File: src/hw/ssp_pkg.sv
// ssp_pkg: constants for the synthesizer serial control port
// assumes: 24-bit control words with the latch address in the top three bits
package ssp_pkg;
	localparam int WORD_W = 24;
	localparam int ADDR_W = 3;
	localparam int FREQ_W = 22;
	localparam int DEV_W = 8;
	localparam int GAIN_W = 3;
	localparam int AMP_W = 2;

	// latch addresses
	localparam logic [2:0] ADDR_WORD_A = 3'h0;
	localparam logic [2:0] ADDR_WORD_B = 3'h1;
	localparam logic [2:0] ADDR_WORD_C = 3'h2;
	localparam logic [2:0] ADDR_WORD_D = 3'h3;
	localparam logic [2:0] ADDR_TEST = 3'h7;

	// field positions
	localparam int ADDR_LSB = 21;
	localparam int FREQ_LSB = 0;
	localparam int DEV_LSB = 13;
	localparam int GAIN_LSB = 18;
	localparam int DIV_BIT = 17;
	localparam int MODSEL_BIT = 16;
	localparam int SYNTH_EN_BIT = 12;
	localparam int OSC_EN_BIT = 11;
	localparam int AMP_LSB = 9;

	// reset values
	localparam logic [23:0] WORD_RESET = 24'h000000;
	localparam logic [23:0] TEST_CLEAR = 24'hE00000;
	localparam logic [1:0] AMP_OFF = 2'h0;
endpackage

File: src/hw/ssp_sync.sv
// ssp_sync: two-flop synchroniser, one per bit
// assumes: inputs are asynchronous pins; q is safe for any logic
`timescale 1ns/10ps
module ssp_sync
	import ssp_pkg::*;
#(
	parameter int W = 1
)
(
	// clock and reset
	input wire logic clk,
	input wire logic rst,
	// data
	input wire logic [W-1:0] d,
	output logic [W-1:0] q
);
	initial
	begin
		if (W < 1)
			$error("ssp_sync: width must be at least 1");
	end

	logic [W-1:0] meta;

	genvar i;
	generate
		for (i = 0; i < W; i++)
		begin : g_bit
			always_ff @(posedge clk or posedge rst)
			begin
				if (rst)
				begin
					meta[i] <= 1'b0;
					q[i] <= 1'b0;
				end
				else
				begin
					meta[i] <= d[i];
					q[i] <= meta[i];
				end
			end
		end
	endgenerate
endmodule

File: src/hw/ssp_port.sv
// ssp_port: 3-wire write-only control port and its latches
// assumes: clk much faster than the serial clock; rst models power-up
//
// Function
// - shift data in on each serial clock rise while strobe is low
// - strobe rise loads word into addressed latch
// - only last twenty-four bits are kept
// - writes accepted in standby and active
// - 24-bit words, first bit is MSB
// - address 111 is the test latch
// - test mode held until cleared or reset
// - word C bit selects divide 256/512
// - word C three-bit acquisition gain field
// - acquisition pump only while loop unlocked
// - bank-0 amplifier level field, reset 00
// - bank-0 bit 11 enables oscillator
// - bank-0 bit 12 enables synthesizer chain
// - mode pin selects bank-0 or bank-1
// - standby low powers down, programming kept
// - word A holds bank-0 22-bit frequency
`timescale 1ns/10ps
module ssp_port
	import ssp_pkg::*;
#(
	parameter int SHIFT_W = WORD_W
)
(
	// clock and reset
	input wire logic clk,
	input wire logic rst,
	// serial pins
	input wire logic ser_clk,
	input wire logic ser_data,
	input wire logic ser_strobe,
	// control pins
	input wire logic mode_pin,
	input wire logic standby_n_pin,
	input wire logic pll_locked,
	// settings applied to the analog blocks
	output logic [FREQ_W-1:0] freq_setting,
	output logic [DEV_W-1:0] fsk_deviation,
	output logic [AMP_W-1:0] amp_level,
	output logic osc_enable,
	output logic synth_enable,
	output logic divider_ratio_select,
	output logic [GAIN_W-1:0] acquisition_gain,
	output logic modulation_select,
	output logic acquisition_pump_out,
	output logic test_mode
);
	initial
	begin
		if (SHIFT_W != WORD_W)
			$error("ssp_port: shift width must equal the word width");
	end

	////////////////////////////////////////////////////////////////////////
	// pin synchronisation and edge detection

	logic [4:0] pins_s;
	logic s_clk, s_data, s_strobe, s_mode, s_stby_n;
	logic s_clk_d, s_strobe_d;
	logic clk_rise, strobe_rise;

	ssp_sync #(.W(5)) u_sync
	(
		.clk(clk),
		.rst(rst),
		.d({ser_clk, ser_data, ser_strobe, mode_pin, standby_n_pin}),
		.q(pins_s)
	);

	assign {s_clk, s_data, s_strobe, s_mode, s_stby_n} = pins_s;

	logic s_locked;

	ssp_sync #(.W(1)) u_sync_lock
	(
		.clk(clk),
		.rst(rst),
		.d(pll_locked),
		.q(s_locked)
	);

	always_ff @(posedge clk or posedge rst)
	begin
		if (rst)
		begin
			s_clk_d <= 1'b0;
			s_strobe_d <= 1'b0;
		end
		else
		begin
			s_clk_d <= s_clk;
			s_strobe_d <= s_strobe;
		end
	end

	// clock edges under a high strobe are ignored
	assign clk_rise = s_clk & ~s_clk_d & ~s_strobe;
	assign strobe_rise = s_strobe & ~s_strobe_d;

	////////////////////////////////////////////////////////////////////////
	// shift register and latches

	logic [WORD_W-1:0] shreg, next_shreg;
	logic [WORD_W-1:0] word_a, word_b, word_c, bank0_control_word;
	logic [WORD_W-1:0] next_word_a, next_word_b, next_word_c;
	logic [WORD_W-1:0] next_bank0;
	logic next_test;
	logic [ADDR_W-1:0] addr;

	assign addr = shreg[ADDR_LSB +: ADDR_W];

	always_comb
	begin
		next_shreg = shreg;
		next_word_a = word_a;
		next_word_b = word_b;
		next_word_c = word_c;
		next_bank0 = bank0_control_word;
		next_test = test_mode;
		// older bits fall off the top
		if (clk_rise)
			next_shreg = {shreg[WORD_W-2:0], s_data};
		// loads happen regardless of standby
		if (strobe_rise)
		begin
			unique case (addr)
				ADDR_WORD_A: next_word_a = shreg;
				ADDR_WORD_B: next_word_b = shreg;
				ADDR_WORD_C: next_word_c = shreg;
				ADDR_WORD_D: next_bank0 = shreg;
				ADDR_TEST: next_test = (shreg != TEST_CLEAR);
				default:
				begin
				end
			endcase
		end
	end

	always_ff @(posedge clk or posedge rst)
	begin
		if (rst)
		begin
			shreg <= WORD_RESET;
			word_a <= WORD_RESET;
			word_b <= WORD_RESET;
			word_c <= WORD_RESET;
			bank0_control_word <= WORD_RESET;
			test_mode <= 1'b0;
		end
		else
		begin
			shreg <= next_shreg;
			word_a <= next_word_a;
			word_b <= next_word_b;
			word_c <= next_word_c;
			bank0_control_word <= next_bank0;
			test_mode <= next_test;
		end
	end

	////////////////////////////////////////////////////////////////////////
	// bank selection and registered outputs

	logic [WORD_W-1:0] bank_ctl, bank_freq;
	logic [FREQ_W-1:0] next_freq;
	logic [DEV_W-1:0] next_dev;
	logic [AMP_W-1:0] next_amp;
	logic next_osc, next_synth, next_div, next_modsel, next_pump;
	logic [GAIN_W-1:0] next_gain;

	always_comb
	begin
		// bank-1 enables share the C word layout
		bank_ctl = s_mode ? word_c : bank0_control_word;
		bank_freq = s_mode ? word_b : word_a;
		next_freq = bank_freq[FREQ_LSB +: FREQ_W];
		next_dev = bank0_control_word[DEV_LSB +: DEV_W];
		next_div = word_c[DIV_BIT];
		next_gain = word_c[GAIN_LSB +: GAIN_W];
		next_modsel = word_c[MODSEL_BIT];
		next_amp = AMP_OFF;
		next_osc = 1'b0;
		next_synth = 1'b0;
		// standby powers blocks down but keeps every latch
		if (s_stby_n)
		begin
			next_amp = bank_ctl[AMP_LSB +: AMP_W];
			next_osc = bank_ctl[OSC_EN_BIT];
			next_synth = bank_ctl[SYNTH_EN_BIT];
		end
		next_pump = next_synth & ~s_locked;
	end

	always_ff @(posedge clk or posedge rst)
	begin
		if (rst)
		begin
			freq_setting <= '0;
			fsk_deviation <= '0;
			amp_level <= AMP_OFF;
			osc_enable <= 1'b0;
			synth_enable <= 1'b0;
			divider_ratio_select <= 1'b0;
			acquisition_gain <= '0;
			modulation_select <= 1'b0;
			acquisition_pump_out <= 1'b0;
		end
		else
		begin
			freq_setting <= next_freq;
			fsk_deviation <= next_dev;
			amp_level <= next_amp;
			osc_enable <= next_osc;
			synth_enable <= next_synth;
			divider_ratio_select <= next_div;
			acquisition_gain <= next_gain;
			modulation_select <= next_modsel;
			acquisition_pump_out <= next_pump;
		end
	end

	////////////////////////////////////////////////////////////////////////
	// assertions

	property p_shift;
		@(posedge clk) disable iff (rst)
		clk_rise |=> shreg == {$past(shreg[WORD_W-2:0]), $past(s_data)};
	endproperty
	a_shift: assert property (p_shift)
		else $error("serial bit not shifted in at lsb");

	property p_hold_shift;
		@(posedge clk) disable iff (rst)
		!clk_rise |=> $stable(shreg);
	endproperty
	a_hold_shift: assert property (p_hold_shift)
		else $error("shift register changed without a clock edge");

	property p_load_d;
		@(posedge clk) disable iff (rst)
		strobe_rise && addr == ADDR_WORD_D |=>
			bank0_control_word == $past(shreg);
	endproperty
	a_load_d: assert property (p_load_d)
		else $error("bank-0 word not loaded on strobe");

	property p_load_a_standby;
		@(posedge clk) disable iff (rst)
		strobe_rise && addr == ADDR_WORD_A && !s_stby_n |=>
			word_a == $past(shreg);
	endproperty
	a_load_a_standby: assert property (p_load_a_standby)
		else $error("word A not loaded during standby");

	property p_test_set;
		@(posedge clk) disable iff (rst)
		strobe_rise && addr == ADDR_TEST && shreg != TEST_CLEAR
			|=> test_mode;
	endproperty
	a_test_set: assert property (p_test_set)
		else $error("test latch write did not enter test mode");

	property p_test_hold;
		@(posedge clk) disable iff (rst)
		test_mode && !(strobe_rise && shreg == TEST_CLEAR) |=> test_mode;
	endproperty
	a_test_hold: assert property (p_test_hold)
		else $error("test mode left without the clear pattern");

	property p_standby_off;
		@(posedge clk) disable iff (rst)
		!s_stby_n |=> amp_level == AMP_OFF && !osc_enable && !synth_enable;
	endproperty
	a_standby_off: assert property (p_standby_off)
		else $error("blocks powered during standby");

	property p_bank0_apply;
		@(posedge clk) disable iff (rst)
		s_stby_n && !s_mode |=>
			amp_level == $past(bank0_control_word[AMP_LSB +: AMP_W]) &&
			synth_enable == $past(bank0_control_word[SYNTH_EN_BIT]) &&
			osc_enable == $past(bank0_control_word[OSC_EN_BIT]);
	endproperty
	a_bank0_apply: assert property (p_bank0_apply)
		else $error("bank-0 enables not applied");

	property p_freq_sel;
		@(posedge clk) disable iff (rst)
		!s_mode |=> freq_setting == $past(word_a[FREQ_W-1:0]);
	endproperty
	a_freq_sel: assert property (p_freq_sel)
		else $error("bank-0 frequency not selected");

	property p_pump;
		@(posedge clk) disable iff (rst)
		s_locked |=> !acquisition_pump_out;
	endproperty
	a_pump: assert property (p_pump)
		else $error("acquisition pump on while locked");

	property p_div;
		@(posedge clk) disable iff (rst)
		1'b1 |=> divider_ratio_select == $past(word_c[DIV_BIT]) &&
			acquisition_gain == $past(word_c[GAIN_LSB +: GAIN_W]);
	endproperty
	a_div: assert property (p_div)
		else $error("word C fields not applied");

	c_load_d: cover property (@(posedge clk) disable iff (rst)
		strobe_rise && addr == ADDR_WORD_D);
	c_test_clear: cover property (@(posedge clk) disable iff (rst)
		test_mode ##1 !test_mode);
	c_mode1: cover property (@(posedge clk) disable iff (rst)
		s_mode && synth_enable);
	c_pump: cover property (@(posedge clk) disable iff (rst)
		acquisition_pump_out ##1 !acquisition_pump_out);
endmodule

File: config.mk
export PLATFORM = sky130hd
export DESIGN_NAME = ssp_port
export DESIGN_NICKNAME = d
export VERILOG_FILES = /design/src/hw/ssp_pkg.sv /design/src/hw/ssp_sync.sv /design/src/hw/ssp_port.sv
export SDC_FILE = /design/constraint.sdc
export NUM_CORES = 1
export LEC_CHECK = 0
export BUFFER_PORTS_ARGS = -buffer_cell sky130_fd_sc_hd__buf_2
export CAP_MARGIN = 10
export CELL_PAD_IN_SITES_DETAIL_PLACEMENT = 1
export CELL_PAD_IN_SITES_GLOBAL_PLACEMENT = 2
export CORE_ASPECT_RATIO = 0.8
export CORE_MARGIN = 1.5
export CORE_UTILIZATION = 40
export DETAILED_ROUTE_END_ITERATION = 10
export HOLD_SLACK_MARGIN = 0.03
export PLACE_DENSITY = 0.8
export SETUP_SLACK_MARGIN = 0.3
export SYNTH_ARGS = -nofsm -noshare
export SYNTH_HDL_FRONTEND = slang
export SYNTH_HIERARCHICAL = 1
export SYNTH_SLANG_ARGS = --single-unit
File: constraint.sdc
create_clock -name clk -period 3.6 [get_ports clk]
set_input_delay 0 -clock clk [delete_from_list [all_inputs] [get_ports clk]]
set_output_delay 0 -clock clk [all_outputs]
set_load 0.01 [all_outputs]
==> impl_metrics.env <==
export IMPL_die_area_um2=14100
export IMPL_via_per_inst=4.74
export IMPL_synth_fa_ha_area_frac=0
export IMPL_synthSimpleGateAreaFrac=0.0350
export IMPL_hold_class="in2async"
export IMPL_worst_path_buf_inv=0
export IMPL_grt_pass1_vias=2905
export IMPL_reg2reg_depth=3
export IMPL_crit_cells=3
export IMPL_r2r_end="word_a[15]$_DFFE_PP0P_"
export IMPL_synth_avg_cell_area_um2=18.2
export IMPL_p_int_mw=2.94
export IMPL_synth_edf_count=0
export IMPL_async_flop_share=1.00
export IMPL_final_max_slew_viol_count=0
export IMPL_overflow=0
export IMPL_synth_top_area_cell="dfrtp_1"
export IMPL_slew_headroom=0.364
export IMPL_num_rows=37
export IMPL_clock_root_buffer="clkbuf_16"
export IMPL_num_antenna_cells=0
export IMPL_clock_sinks=144
export IMPL_post_drt_wl_per_cell_um=17.6
export IMPL_synth_area_um2=5360
export IMPL_critPathSlowestCell="nand2_2"
export IMPL_yosys_top_cells_area="dfrtp_1, mux2_4, mux2_2, buf_6, mux2i_1"
export IMPL_netlist_area_leader_share=0.673
export IMPL_cp_endpoint="word_a[15]$_DFFE_PP0P_"
export IMPL_synthXorXnorAreaFrac=0
export IMPL_numCtsBuffers=17
export IMPL_synth_yosys_warnings=6
export IMPL_regToRegStartpoint="shreg[21]$_DFFE_PP0P_"
export IMPL_ir_drop_uv=318
export IMPL_cp_end_kind="register"
export IMPL_fin_cells=550
export IMPL_path_cells="nor2_1 -> nand2_2 -> mux2_4"
export IMPL_cp_max_fo=22
export IMPL_netSwitchingFraction=0.220
export IMPL_htree_levels=4
export IMPL_power_frac_comb=0.072
export IMPL_setup_slack_ns=1.78
export IMPL_critPathMaxStageDelay_ns=0.49
export IMPL_synthMuxAreaShare=0.270
export IMPL_fin_setup_tns_ns=0
export IMPL_skew_ns=0.00799
export IMPL_cts_resized_gates=0
export IMPL_drive_gt1_frac=0.515
export IMPL_cpLargestDelayFamily="simple AND/OR/NAND/NOR gates"
export IMPL_nets=371
export IMPL_start_kind="register"
export IMPL_path_class="reg2reg"
export IMPL_routed_wl_um=9680
export IMPL_pre_cts_ws_ns=1.79
export IMPL_antenna_found_initial=0
export IMPL_core_um2=13000
export IMPL_setup_violations=0
export IMPL_fmax_mhz=549
export IMPL_clockBufferDepth=2
export IMPL_grt_util_met3=0.0577
export IMPL_grt_max_degree=90
export IMPL_grt_pass1_wl_um=16200
export IMPL_io_pins=49
export IMPL_ys_ff_latch=144
export IMPL_synthFlopType="dfrtp_1"
export IMPL_grt_busiest_layer="met2"
export IMPL_power_switching_uw=830
export IMPL_hold_viol_final=0
export IMPL_finalCriticalPeriod_ns=1.82
export IMPL_yosys_top_cells_count="dfrtp_1, mux2_2, mux2_4"
export IMPL_outcome="complete, no violations"
export IMPL_synthCells=295
export IMPL_post_dp_hpwl_um=5690
export IMPL_clock_latency_ns=0.42
export IMPL_die_h_um=107
export IMPL_track_usage=0.156
export IMPL_ant_nets=0
export IMPL_maxCapViolCount=0
export IMPL_syn_nets=303
export IMPL_synth_top_family_by_area="multiplexers"
export IMPL_use_met1=0.214
export IMPL_critPathLaunch="shreg[21]$_DFFE_PP0P_"
export IMPL_clk_pin_slew_worst_paths_ns=0.06
export IMPL_dr_total_vias=2606
export IMPL_synth_most_common_cell="dfrtp_1"
export IMPL_drc_errors=0
export IMPL_p_leak_nw=3.38
export IMPL_start_util=0.413
export IMPL_dp_cells=511
export IMPL_clockPowerShare=0.442
export IMPL_portBuffers=48
export IMPL_place_gp_congestion=0.724
export IMPL_die_w_um=132
export IMPL_area_growth_pct=19.4
export IMPL_regToRegSetupSlack_ns=1.78
export IMPL_drt_initial_drc_count=51
export IMPL_p_per_area_nw_per_um2=590
export IMPL_required_ns=3.90
export IMPL_fillers=1238
export IMPL_drtPass1Iterations=4
export IMPL_grtUsageMet2=0.227
export IMPL_period_share=0.506
export IMPL_tritoncts="done"
export IMPL_worstMarginPinSlew_ns=0.951
export IMPL_rsz0062_at_grt="false"
export IMPL_worstPathArrival_ns=2.12
export IMPL_pwr_share_seq=0.486
export IMPL_ys_seq_area_frac=0.673
export IMPL_finish_utilization=0.494
export IMPL_synth_compound_area_frac=0.00234
export IMPL_ys_types=24
how the worst min path moves through the flow:
stage               from                    endpoint  slack (ns)  depth (start not counted)
floorplan            rst  u_sync_lock/meta$_DFF_PP0_       -0.26                          1
global placement     rst  u_sync_lock/meta$_DFF_PP0_       -0.11                          2
detailed placement   rst  u_sync_lock/meta$_DFF_PP0_       -0.11                          2
CTS                  rst    u_sync/meta[0]$_DFF_PP0_        0.13                          3
global route         rst    u_sync/meta[0]$_DFF_PP0_        0.17                          3
finish               rst       u_sync/q[0]$_DFF_PP0_        0.14                          3
kinds of logic after synthesis:
family | after synthesis
AO/OA/AOI/OAI | 2
buffers and inverters | 13
flip-flops | 144
multiplexers | 113
AND/OR/NAND/NOR | 23
final cells by class:
cell class              count  area [µm²]  area share
flip-flops and latches    144        3600       0.563
inverters                   3        15.0     0.00235
clock inverters             6        82.6      0.0129
well taps                 175         219      0.0342
multi-input cells         138        1650       0.258
clock buffers              25         475      0.0743
repair buffers             59         355      0.0555
layer usage:
metal,vias up,part of all wire
met5,-,0
li1,1171,-
met3,14,0.041
met2,51,0.45
met4,0,0.013
met1,1370,0.50
worst register-to-register path: cells and delay by family (launching register included):
family | cells | cell delay, ns
flip-flops | 1 | 0.47
AND/OR/NAND/NOR | 2 | 0.75
multiplexers | 1 | 0.48
registers in the layout (all words and copies together) (netlist names), 2 cells and up:
register,count
word_c,9
amp_level,2
word_a,22
u_sync/q,5
freq_setting,22
fsk_deviation,8
shreg,24
bank0_control_word,12
word_b,22
u_sync/meta,5
acquisition_gain,3
repair_timing:
item | in CTS | in global routing
hold buffers | 8 | 0
endpoints found under the hold margin | 61 | 0
setup buffers | 0 | 0
power by group through the flow:
stage	logic (mW)	registers [mW]	clock network, mW
after global placement	0.262	1.85	0
after detailed placement	0.268	1.86	0
after CTS	0.277	1.84	1.72
final	0.270	1.84	1.67
after global routing	0.294	1.86	1.78
after floorplan	0.197	1.84	0
metrics by stage:
step | hold slack [ns] | power, mW | cell area (µm²)
2_1_floorplan | -0.259 | 2.03 | 5360
3_3_place_gp | -0.108 | 2.12 | 5760
3_5_place_dp | -0.107 | 2.13 | 5760
4_1_cts | 0.130 | 3.83 | 6400
5_1_grt | 0.167 | 3.93 | 6400
6_report | 0.143 | 3.77 | 6400
cells in the final DEF, fill, tap and decap left out, types with 3 or more instances in the layout:
master,count
clkinv_2,3
dfrtp_1,144
dlygate4sd3_1,8
buf_2,48
clkbuf_1,6
nor2b_1,5
nor4_1,3
mux2i_1,4
mux2_2,61
clkbuf_16,17
mux2_4,48
Note: power is estimated with default switching activity, not from simulation.
